## src/hdl/mem_routing_cfg.svh

```systemverilog
`ifndef MEM_ROUTING_CFG_SVH
`define MEM_ROUTING_CFG_SVH

// register offsets within the 256-location control block
`define OFS_PORT_A_PIN_INPUT     8'h00
`define OFS_PORT_B_PIN_INPUT     8'h01
`define OFS_PORT_A_PIN_FUNCTION  8'h02
`define OFS_PORT_B_PIN_FUNCTION  8'h03
`define OFS_PORT_A_PIN_OUTPUT    8'h04
`define OFS_PORT_B_PIN_OUTPUT    8'h05
`define OFS_PORT_A_PIN_DIR       8'h06
`define OFS_PORT_B_PIN_DIR       8'h07
`define OFS_PORT_C_PIN_INPUT     8'h10
`define OFS_PORT_D_PIN_INPUT     8'h11
`define OFS_PORT_C_PIN_OUTPUT    8'h12
`define OFS_PORT_D_PIN_OUTPUT    8'h13
`define OFS_PORT_C_PIN_DIR       8'h14
`define OFS_PORT_D_PIN_DIR       8'h15
`define OFS_MEMORY_SPACE_MAP     8'hE2

// memory_space_map field positions
`define MSM_PERIPHERAL_IO_ENABLE_BIT           7
`define MSM_MAIN_DATA_BIT        4
`define MSM_SEC_DATA_BIT         3
`define MSM_MAIN_PROG_BIT        2
`define MSM_SEC_PROG_BIT         1
`define MSM_ROUTING_MASK         8'h1E

// reset values of the port registers
`define PORT_REG_RESET           8'h00

`endif

```

## src/hdl/mem_routing_pkg.sv

```systemverilog
package mem_routing_pkg;

    // kind of bus cycle seen this clock
    typedef enum logic [1:0] {
        CYC_IDLE,
        CYC_DATA_READ,
        CYC_DATA_WRITE,
        CYC_FETCH
    } cycle_kind_type;

    // data width driven for the cycle
    typedef enum logic {
        WIDTH_8,
        WIDTH_16
    } bus_width_type;

endpackage : mem_routing_pkg

```

## src/hdl/pin_sync.sv

```systemverilog
// two-stage synchroniser for a group of pin levels
module pin_sync #(
    parameter int WIDTH = 8
) (
    input  wire logic             core_clk_in,
    input  wire logic             rstn_in,
    input  wire logic [WIDTH-1:0] async_in,
    output logic      [WIDTH-1:0] sync_out
);
    logic [WIDTH-1:0] meta_q;

    // first stage feeds only the second stage
    always_ff @(posedge core_clk_in or negedge rstn_in) begin
        if (!rstn_in) begin
            meta_q   <= '0;
            sync_out <= '0;
        end else begin
            meta_q   <= async_in;
            sync_out <= meta_q;
        end
    end
endmodule : pin_sync

```

## src/hdl/port_pin_ctl.sv

```systemverilog
// per-pin output driver control for one port
module port_pin_ctl #(
    parameter int WIDTH = 8
) (
    input  wire logic             core_clk_in,
    input  wire logic             rstn_in,
    input  wire logic [WIDTH-1:0] level_in,
    input  wire logic [WIDTH-1:0] dir_in,
    input  wire logic [WIDTH-1:0] addr_sel_in,
    input  wire logic [WIDTH-1:0] addr_bits_in,
    input  wire logic [WIDTH-1:0] cell_sel_in,
    input  wire logic [WIDTH-1:0] cell_val_in,
    output logic      [WIDTH-1:0] pin_out,
    output logic      [WIDTH-1:0] pin_oe_n_out
);
    genvar i;
    generate
        for (i = 0; i < WIDTH; i++) begin : g_pin
            // macrocell output wins over the data-out register
            always_ff @(posedge core_clk_in or negedge rstn_in) begin
                if (!rstn_in) begin
                    pin_out[i]      <= 1'b0;
                    pin_oe_n_out[i] <= 1'b1;
                end else if (cell_sel_in[i]) begin
                    pin_out[i]      <= cell_val_in[i];
                    pin_oe_n_out[i] <= 1'b0;
                end else if (addr_sel_in[i]) begin
                    pin_out[i]      <= addr_bits_in[i];
                    pin_oe_n_out[i] <= 1'b0;
                end else begin
                    pin_out[i]      <= level_in[i];
                    pin_oe_n_out[i] <= ~dir_in[i];
                end
            end
        end
    endgenerate
endmodule : port_pin_ctl

```

## src/hdl/memory_space_routing_regs.sv

```systemverilog
// Operation
// map bit 4 set lets data reads and writes reach main flash.
// map bit 3 set lets data reads and writes reach secondary flash.
// map bit 2 set lets program fetches reach main flash.
// map bit 1 set lets program fetches reach secondary flash.
// map bit 7 enables port A peripheral mode, resets to zero.
// routing bits reload from the nonvolatile default on every reset.
// processor writes replace routing until the next reset.
// sram and control registers decode in data space only.
// program fetch cycles drive a 16-bit word, others are 8-bit.
// flash in both spaces: 16-bit on fetch, 8-bit on data cycles.
// flash command writes and status reads use 8-bit width.
// sram, registers and external selects are always 8-bit.
// registers decode at a movable base plus fixed offset in 256.
// software must not write unused block locations; they read zero.
// pin input registers return live pin levels, writes ignored.
// port A/B function bits pick processor I/O or address output.
// data-out sets pin levels, readable, overridden by macrocell pins.
// direction bit 1 makes a pin output, 0 input; readable.
// map bits 0, 5 and 6 read zero and ignore writes.
`include "mem_routing_cfg.svh"

module memory_space_routing_regs
    import mem_routing_pkg::*;
#(
    parameter logic [7:0] NV_MAP_DEFAULT = 8'h0C,
    parameter int         PORT_WIDTH     = 8
) (
    input  wire logic                  core_clk_in,
    input  wire logic                  rstn_in,
    // processor bus, already in this clock domain
    input  wire logic [15:0]           addr_in,
    input  wire logic [7:0]            wdata_in,
    input  wire logic                  rd_n_in,
    input  wire logic                  wr_n_in,
    input  wire logic                  fetch_n_in,
    input  wire logic                  flash_prog_in,
    input  wire logic [7:0]            reg_base_in,
    input  wire logic                  main_hit_in,
    input  wire logic                  sec_hit_in,
    input  wire logic                  sram_hit_in,
    input  wire logic                  ext_hit_in,
    input  wire logic [15:0]           main_rdata_in,
    input  wire logic [15:0]           sec_rdata_in,
    input  wire logic [7:0]            sram_rdata_in,
    input  wire logic [7:0]            ext_rdata_in,
    // port pins and macrocell overrides
    input  wire logic [PORT_WIDTH-1:0] port_a_pin_in,
    input  wire logic [PORT_WIDTH-1:0] port_b_pin_in,
    input  wire logic [PORT_WIDTH-1:0] port_c_pin_in,
    input  wire logic [PORT_WIDTH-1:0] port_d_pin_in,
    input  wire logic [PORT_WIDTH-1:0] cell_sel_a_in,
    input  wire logic [PORT_WIDTH-1:0] cell_sel_b_in,
    input  wire logic [PORT_WIDTH-1:0] cell_sel_c_in,
    input  wire logic [PORT_WIDTH-1:0] cell_sel_d_in,
    input  wire logic [PORT_WIDTH-1:0] cell_val_a_in,
    input  wire logic [PORT_WIDTH-1:0] cell_val_b_in,
    input  wire logic [PORT_WIDTH-1:0] cell_val_c_in,
    input  wire logic [PORT_WIDTH-1:0] cell_val_d_in,
    // outputs
    output logic                       main_sel_out,
    output logic                       sec_sel_out,
    output logic                       sram_sel_out,
    output logic                       ext_sel_out,
    output logic [15:0]                rdata_out,
    output logic                       rdata_wide_out,
    output logic                       rdata_oe_n_out,
    output logic                       peripheral_io_enable_out,
    output logic [7:0]                 memory_space_map_out,
    output logic [PORT_WIDTH-1:0]      port_a_pin_out,
    output logic [PORT_WIDTH-1:0]      port_b_pin_out,
    output logic [PORT_WIDTH-1:0]      port_c_pin_out,
    output logic [PORT_WIDTH-1:0]      port_d_pin_out,
    output logic [PORT_WIDTH-1:0]      port_a_pin_oe_n_out,
    output logic [PORT_WIDTH-1:0]      port_b_pin_oe_n_out,
    output logic [PORT_WIDTH-1:0]      port_c_pin_oe_n_out,
    output logic [PORT_WIDTH-1:0]      port_d_pin_oe_n_out
);
    localparam logic [7:0] ROUTE_MASK = `MSM_ROUTING_MASK;

    logic [7:0]            map_q;
    logic [PORT_WIDTH-1:0] a_func_q, b_func_q;
    logic [PORT_WIDTH-1:0] a_out_q, b_out_q, c_out_q, d_out_q;
    logic [PORT_WIDTH-1:0] a_dir_q, b_dir_q, c_dir_q, d_dir_q;
    logic [PORT_WIDTH-1:0] a_sync, b_sync, c_sync, d_sync;
    logic                  wr_n_q;
    cycle_kind_type        kind;
    bus_width_type         width_d;
    logic                  reg_hit;
    logic [7:0]            reg_ofs;
    logic                  reg_wr;
    logic                  main_sel_d, sec_sel_d, sram_sel_d, ext_sel_d;
    logic [7:0]            reg_rdata;
    logic [15:0]           rdata_d;

    // pin levels come from outside; two flops before any decode reads them
    pin_sync #(.WIDTH(PORT_WIDTH)) u_sync_a (.core_clk_in(core_clk_in), .rstn_in(rstn_in),
        .async_in(port_a_pin_in), .sync_out(a_sync));
    pin_sync #(.WIDTH(PORT_WIDTH)) u_sync_b (.core_clk_in(core_clk_in), .rstn_in(rstn_in),
        .async_in(port_b_pin_in), .sync_out(b_sync));
    pin_sync #(.WIDTH(PORT_WIDTH)) u_sync_c (.core_clk_in(core_clk_in), .rstn_in(rstn_in),
        .async_in(port_c_pin_in), .sync_out(c_sync));
    pin_sync #(.WIDTH(PORT_WIDTH)) u_sync_d (.core_clk_in(core_clk_in), .rstn_in(rstn_in),
        .async_in(port_d_pin_in), .sync_out(d_sync));

    // classify the bus cycle; a fetch outranks data strobes
    always_comb begin
        if (!fetch_n_in) begin
            kind = CYC_FETCH;
        end else if (!wr_n_in) begin
            kind = CYC_DATA_WRITE;
        end else if (!rd_n_in) begin
            kind = CYC_DATA_READ;
        end else begin
            kind = CYC_IDLE;
        end
    end

    // register block sits at base plus offset, data space only
    assign reg_hit = (addr_in[15:8] == reg_base_in) && (kind != CYC_FETCH)
                     && (kind != CYC_IDLE);
    assign reg_ofs = addr_in[7:0];
    // one write per strobe: act on the falling edge of wr_n
    assign reg_wr  = reg_hit && (kind == CYC_DATA_WRITE) && wr_n_q;

    // route strobes to memories per the map; registers and sram beat flash
    always_comb begin
        main_sel_d = 1'b0;
        sec_sel_d  = 1'b0;
        sram_sel_d = 1'b0;
        ext_sel_d  = 1'b0;
        case (kind)
            CYC_FETCH: begin
                // sram, registers and externals never join a fetch
                main_sel_d = main_hit_in && map_q[`MSM_MAIN_PROG_BIT]
                             && !(sec_hit_in && map_q[`MSM_SEC_PROG_BIT]);
                sec_sel_d  = sec_hit_in && map_q[`MSM_SEC_PROG_BIT];
            end
            CYC_DATA_READ, CYC_DATA_WRITE: begin
                sram_sel_d = sram_hit_in && !reg_hit;
                ext_sel_d  = ext_hit_in && !reg_hit && !sram_hit_in;
                sec_sel_d  = sec_hit_in && map_q[`MSM_SEC_DATA_BIT]
                             && !reg_hit && !sram_hit_in && !ext_hit_in;
                main_sel_d = main_hit_in && map_q[`MSM_MAIN_DATA_BIT]
                             && !reg_hit && !sram_hit_in && !ext_hit_in
                             && !(sec_hit_in && map_q[`MSM_SEC_DATA_BIT]);
            end
            default: ;
        endcase
    end

    // register read mux; unused locations read zero
    always_comb begin
        case (reg_ofs)
            `OFS_PORT_A_PIN_INPUT:    reg_rdata = a_sync;
            `OFS_PORT_B_PIN_INPUT:    reg_rdata = b_sync;
            `OFS_PORT_C_PIN_INPUT:    reg_rdata = c_sync;
            `OFS_PORT_D_PIN_INPUT:    reg_rdata = d_sync;
            `OFS_PORT_A_PIN_FUNCTION: reg_rdata = a_func_q;
            `OFS_PORT_B_PIN_FUNCTION: reg_rdata = b_func_q;
            `OFS_PORT_A_PIN_OUTPUT:   reg_rdata = a_out_q;
            `OFS_PORT_B_PIN_OUTPUT:   reg_rdata = b_out_q;
            `OFS_PORT_C_PIN_OUTPUT:   reg_rdata = c_out_q;
            `OFS_PORT_D_PIN_OUTPUT:   reg_rdata = d_out_q;
            `OFS_PORT_A_PIN_DIR:      reg_rdata = a_dir_q;
            `OFS_PORT_B_PIN_DIR:      reg_rdata = b_dir_q;
            `OFS_PORT_C_PIN_DIR:      reg_rdata = c_dir_q;
            `OFS_PORT_D_PIN_DIR:      reg_rdata = d_dir_q;
            `OFS_MEMORY_SPACE_MAP:    reg_rdata = map_q;
            default:                  reg_rdata = 8'h00;
        endcase
    end

    // width: 16 bits only on a fetch; data and flash command cycles are bytes
    always_comb begin
        rdata_d = 16'h0000;
        width_d = WIDTH_8;
        if (kind == CYC_FETCH) begin
            width_d = WIDTH_16;
            if (sec_sel_d) begin
                rdata_d = sec_rdata_in;
            end else if (main_sel_d) begin
                rdata_d = main_rdata_in;
            end
        end else if (kind == CYC_DATA_READ) begin
            // flash_prog_in status reads also land here as bytes
            if (reg_hit) begin
                rdata_d = {8'h00, reg_rdata};
            end else if (sram_sel_d) begin
                rdata_d = {8'h00, sram_rdata_in};
            end else if (ext_sel_d) begin
                rdata_d = {8'h00, ext_rdata_in};
            end else if (sec_sel_d) begin
                rdata_d = {8'h00, sec_rdata_in[7:0]};
            end else if (main_sel_d) begin
                rdata_d = {8'h00, main_rdata_in[7:0]};
            end
        end
    end

    // strobe edge tracking for single-shot register writes
    always_ff @(posedge core_clk_in or negedge rstn_in) begin
        if (!rstn_in) begin
            wr_n_q <= 1'b1;
        end else begin
            wr_n_q <= wr_n_in;
        end
    end

    // memory-space map: routing from nonvolatile default, port mode cleared
    always_ff @(posedge core_clk_in or negedge rstn_in) begin
        if (!rstn_in) begin
            map_q <= NV_MAP_DEFAULT & ROUTE_MASK;
        end else if (reg_wr && reg_ofs == `OFS_MEMORY_SPACE_MAP) begin
            map_q <= wdata_in & (ROUTE_MASK | 8'h80);
        end
    end

    // port function, data-out and direction registers
    always_ff @(posedge core_clk_in or negedge rstn_in) begin
        if (!rstn_in) begin
            a_func_q <= `PORT_REG_RESET;
            b_func_q <= `PORT_REG_RESET;
            a_out_q  <= `PORT_REG_RESET;
            b_out_q  <= `PORT_REG_RESET;
            c_out_q  <= `PORT_REG_RESET;
            d_out_q  <= `PORT_REG_RESET;
            a_dir_q  <= `PORT_REG_RESET;
            b_dir_q  <= `PORT_REG_RESET;
            c_dir_q  <= `PORT_REG_RESET;
            d_dir_q  <= `PORT_REG_RESET;
        end else if (reg_wr) begin
            // pin input offsets have no case item, so writes there are dropped
            case (reg_ofs)
                `OFS_PORT_A_PIN_FUNCTION: a_func_q <= wdata_in;
                `OFS_PORT_B_PIN_FUNCTION: b_func_q <= wdata_in;
                `OFS_PORT_A_PIN_OUTPUT:   a_out_q  <= wdata_in;
                `OFS_PORT_B_PIN_OUTPUT:   b_out_q  <= wdata_in;
                `OFS_PORT_C_PIN_OUTPUT:   c_out_q  <= wdata_in;
                `OFS_PORT_D_PIN_OUTPUT:   d_out_q  <= wdata_in;
                `OFS_PORT_A_PIN_DIR:      a_dir_q  <= wdata_in;
                `OFS_PORT_B_PIN_DIR:      b_dir_q  <= wdata_in;
                `OFS_PORT_C_PIN_DIR:      c_dir_q  <= wdata_in;
                `OFS_PORT_D_PIN_DIR:      d_dir_q  <= wdata_in;
                default:                  ;
            endcase
        end
    end

    // registered select and read data outputs
    always_ff @(posedge core_clk_in or negedge rstn_in) begin
        if (!rstn_in) begin
            main_sel_out   <= 1'b0;
            sec_sel_out    <= 1'b0;
            sram_sel_out   <= 1'b0;
            ext_sel_out    <= 1'b0;
            rdata_out      <= 16'h0000;
            rdata_wide_out <= 1'b0;
            rdata_oe_n_out <= 1'b1;
        end else begin
            main_sel_out   <= main_sel_d;
            sec_sel_out    <= sec_sel_d;
            sram_sel_out   <= sram_sel_d;
            ext_sel_out    <= ext_sel_d;
            rdata_out      <= rdata_d;
            rdata_wide_out <= (width_d == WIDTH_16) && !flash_prog_in;
            rdata_oe_n_out <= !((kind == CYC_FETCH && (main_sel_d || sec_sel_d))
                                || (kind == CYC_DATA_READ && (reg_hit || sram_sel_d
                                    || ext_sel_d || main_sel_d || sec_sel_d)));
        end
    end

    // map and peripheral mode status
    always_ff @(posedge core_clk_in or negedge rstn_in) begin
        if (!rstn_in) begin
            memory_space_map_out     <= 8'h00;
            peripheral_io_enable_out <= 1'b0;
        end else begin
            memory_space_map_out     <= map_q;
            peripheral_io_enable_out <= map_q[`MSM_PERIPHERAL_IO_ENABLE_BIT];
        end
    end

    // pin drivers; only ports A and B can carry latched address bits
    port_pin_ctl #(.WIDTH(PORT_WIDTH)) u_pins_a (.core_clk_in(core_clk_in), .rstn_in(rstn_in),
        .level_in(a_out_q), .dir_in(a_dir_q), .addr_sel_in(a_func_q),
        .addr_bits_in(addr_in[PORT_WIDTH-1:0]), .cell_sel_in(cell_sel_a_in),
        .cell_val_in(cell_val_a_in), .pin_out(port_a_pin_out),
        .pin_oe_n_out(port_a_pin_oe_n_out));
    port_pin_ctl #(.WIDTH(PORT_WIDTH)) u_pins_b (.core_clk_in(core_clk_in), .rstn_in(rstn_in),
        .level_in(b_out_q), .dir_in(b_dir_q), .addr_sel_in(b_func_q),
        .addr_bits_in(addr_in[15:16-PORT_WIDTH]), .cell_sel_in(cell_sel_b_in),
        .cell_val_in(cell_val_b_in), .pin_out(port_b_pin_out),
        .pin_oe_n_out(port_b_pin_oe_n_out));
    port_pin_ctl #(.WIDTH(PORT_WIDTH)) u_pins_c (.core_clk_in(core_clk_in), .rstn_in(rstn_in),
        .level_in(c_out_q), .dir_in(c_dir_q), .addr_sel_in('0),
        .addr_bits_in('0), .cell_sel_in(cell_sel_c_in),
        .cell_val_in(cell_val_c_in), .pin_out(port_c_pin_out),
        .pin_oe_n_out(port_c_pin_oe_n_out));
    port_pin_ctl #(.WIDTH(PORT_WIDTH)) u_pins_d (.core_clk_in(core_clk_in), .rstn_in(rstn_in),
        .level_in(d_out_q), .dir_in(d_dir_q), .addr_sel_in('0),
        .addr_bits_in('0), .cell_sel_in(cell_sel_d_in),
        .cell_val_in(cell_val_d_in), .pin_out(port_d_pin_out),
        .pin_oe_n_out(port_d_pin_oe_n_out));

endmodule : memory_space_routing_regs

```

## config.mk

```make
export PLATFORM = sky130hd
export DESIGN_NAME = memory_space_routing_regs
export DESIGN_NICKNAME = d
export VERILOG_FILES = /design/src/hdl/mem_routing_pkg.sv /design/src/hdl/pin_sync.sv /design/src/hdl/port_pin_ctl.sv /design/src/hdl/memory_space_routing_regs.sv
export VERILOG_INCLUDE_DIRS = /design/src /design/src/hdl
export SDC_FILE = /design/constraint.sdc
export NUM_CORES = 1
export LEC_CHECK = 0
export BUFFER_PORTS_ARGS = -buffer_cell sky130_fd_sc_hd__buf_2
export CAP_MARGIN = 20
export CORE_ASPECT_RATIO = 1.2
export CORE_MARGIN = 4
export CORE_UTILIZATION = 47
export CTS_CLUSTER_DIAMETER = 100
export DETAILED_ROUTE_END_ITERATION = 12
export GPL_TIMING_DRIVEN = 0
export PLACE_DENSITY = 0.76
export SLEW_MARGIN = 20
export SYNTH_ARGS = -nofsm -noshare
export SYNTH_HDL_FRONTEND = slang
export SYNTH_SLANG_ARGS = --single-unit
```

## constraint.sdc

```tcl
create_clock -name core_clk_in -period 1.9 [get_ports core_clk_in]
set_clock_uncertainty 0.2 [all_clocks]
set_input_delay 0.095 -clock core_clk_in [delete_from_list [all_inputs] [get_ports core_clk_in]]
set_output_delay 0.095 -clock core_clk_in [all_outputs]
set_load 0.005 [all_outputs]
```

==> impl_metrics.toml <==
[sta]
finalSetupViolations = 26
slew_viol_final = 0
fin_ws_ns = -0.149
period_needed_ns = 2.05
worst_hold_slack_ns = -0.121
finalHoldViolations = 34
min_period_over_period_pct = 108
max_freq_ghz = 0.488
worstMarginPinSlew_ns = 0.682
slew_headroom_pct = 54.5
rsz0062_at_grt = "true"

[detailed_routing]
via_count = 8682
drc = 0
avgViaCountPerCell = 5.69
drt-pass1-iter-count = 5
wl_um = 35400
ant_nets = 0
wire_per_inst_um = 23.2
drtIter0Drc = 686

[hold_path]
hold_path.class = "in2async"

[final_layout]
finalNetCount = 1427
drive_gt1_share_pct = 46.2
synthToLayoutAreaGrowth_pct = 51.0
top_register = "rdata_out"
largest_reg_flops = 16
antennaDiodeCount = 0
finalNonFillerCells = 1527

[floorplanning]
core_sq_mm = 0.0209
die_h_um = 167
rows = 58
start_util_pct = 47.6
dieArea_sq_mm = 0.0236
die_w_um = 141
io_pins = 281

[yosys]
yosys_warnings = 0
ys.flop_type = "dfrtp_1"
syn-cell-area_sq_mm = 0.00996
synthDistinctLibCells = 70
syn_inst = 743
yosysSeqAreaShare_pct = 61.0
avgSynthCellArea_sq_um = 13.4
ys_seq_elements = 241
synth-edff-count = 0
async_flop_share_pct = 100

[setup_path]
critPathSlowestCell = "or4_4"
critPathLaunchType = "register"
cp-end-kind = "register"
required_ns = 2.07
path_delay_family = "simple AND/OR/NAND/NOR gates"
critPathKind = "reg2reg"
crit_path_max_fanout = 2
crit_arrival_ns = 2.22
r2r-start = "b_dir_q[6]"
crit_start = "b_dir_q[6]"
worstPathCellList = "mux2_4 > a22oi_2 > nor2_1 > or4_4 > o31ai_4 > a21oi_2"
cp_slowest_stage_delay_ns = 0.52
worst-path-buf-inv = 0

[placement]
dp_hpwl_um = 22700
port_buffers = 272
gp_congestion = 0.924
dp_cells = 1289

[clock_network]
clk_latency_ns = 0.51
cts_tree = "yes"
cts_buffer_depth = 3
cts_root_buffer = "clkbuf_16"
clk_pin_slew_ns = 0.06
cts.sinks = 241
ctsHoldBuffers = 167
cts_made_buffers = 23
htreeDepth = 1

[global_route]
use_met2_pct = 51.3
first_global_vias = 9310
grt_busiest_layer = "met2"
grt_antenna_before_repair = 2
globalRouteMet1Util_pct = 35.7
grt-ovfl-total = 0
grt_pass1_wl_um = 53700
grt_usage_pct = 29.3
grt_max_degree = 98
use_met3_pct = 6.06

[power]
peakVddDrop_mv = 0.788
leakagePower_uw = 0.00715
power_density_mw_per_mm2 = 725

[run_status]
status = "complete, but fails checks"
violations = "hold timing, setup timing"

[job]
maxCapViolCount = 0
synth_stat cells, types with 5 or more instances:
| cell | count | area (sq um) |
|---|---|---|
| nor2b_1 | 6 | 37.5 |
| nand4_1 | 7 | 43.8 |
| nor3_1 | 20 | 100 |
| o22ai_1 | 7 | 43.8 |
| nor3_4 | 9 | 146 |
| dfstp_2 | 36 | 946 |
| a21oi_1 | 17 | 85.1 |
| nand3b_1 | 5 | 37.5 |
| a22oi_1 | 26 | 195 |
| mux2i_1 | 28 | 280 |
| inv_1 | 5 | 18.8 |
| xnor2_1 | 8 | 70.1 |
| mux2_2 | 107 | 1200 |
| o21ai_0 | 25 | 125 |
| buf_4 | 6 | 45.0 |
| dfrtp_1 | 205 | 5130 |
| nand3_1 | 9 | 45.0 |
| nand2_1 | 36 | 135 |
| a221oi_1 | 5 | 43.8 |
| nor2_1 | 45 | 169 |
| and3_1 | 7 | 43.8 |
| buf_2 | 16 | 80.1 |
| a222oi_1 | 5 | 50.1 |
| o31ai_1 | 5 | 37.5 |
| a22o_1 | 6 | 52.6 |
| clkbuf_1 | 13 | 48.8 |
layer usage:
metal | wire [um] | vias to the layer above | part of all wire, %
met4 | 1490 | 4 | 4.2
li1 | - | 3733 | -
met3 | 3080 | 119 | 8.7
met2 | 17800 | 526 | 50
met1 | 13000 | 4300 | 37
met5 | 21 | - | 0.059
layout by cell type (no fill, tap or decap), types with 25 or more instances in the layout:
master	n
mux2i_1	28
o21ai_0	25
buf_2	285
dfrtp_1	205
dfstp_2	36
nand2_1	35
mux2_2	27
mux2_4	80
dlygate4sd3_1	167
nor2_1	41
stage by stage:
step           power [uW]  utilization [%]  TNS (ns)  setup WS [ns]  cell area (sq um)
2_1_floorplan        5720                -     -1.35        -0.0561              10100
3_3_place_gp         6240             56.3   -865.50          -3.55              11800
3_5_place_dp         6270             56.6    -71.38         -0.896              11800
4_1_cts             10900             70.9     -3.12         -0.102              14800
5_1_grt             11300             71.9     -2.21         -0.187              15000
6_report            10900             71.9     -1.07         -0.149              15000
power by group:
group          internal, uW  switching (uW)  total, uW  leakage, uW
clock                  2420            1960       4380     0.000345
combinational           576             589       1170      0.00374
sequential             5310            48.0       5350      0.00306
repair_timing:
action / 4_1_cts / 5_1_grt
pin swaps: 22 / 15
endpoints found under the hold margin: 286 / 34
resized for setup: 75 / 55
setup buffers: 25 / 6
setup endpoints to repair: 101 / 101
gates cloned: 1 / 0
worst paths after layout:
| check | slack (ns) | cells past startpoint | endpoint |
|---|---|---|---|
| max | -0.15 | 6 | rdata_out[6] |
| max in group asynchronous | 0.35 | 4 | u_pins_c.pin_oe_n_out[5] |
| min | -0.12 | 2 | u_pins_b.pin_out[2] |
| max reg2reg | -0.15 | 6 | rdata_out[6] |
| min in group core_clk_in | 0 | 3 | rdata_out[9] |
| min reg2reg | 0.15 | 0 | u_sync_d.sync_out[0] |
layout make-up:
class,instances,area [sq um]
tap,270,338
multi-input combinational,459,4190
buffer,39,239
inverter,5,18.8
sequential,241,6080
timing repair buffer,472,3450
clock buffer,29,648
fill,1370,5860
clock inverter,12,75.1
cell families after synthesis:
group | share of synthesized area [%]
muxes | 14.9
xor gates and xnor gates | 0.704
DFF | 61.0
other | 0.0377
AOI/OAI and AO/OA | 9.88
and+or+nand+nor | 11.0
buffers and inverters | 2.42
(Power assumes the default switching activity.)
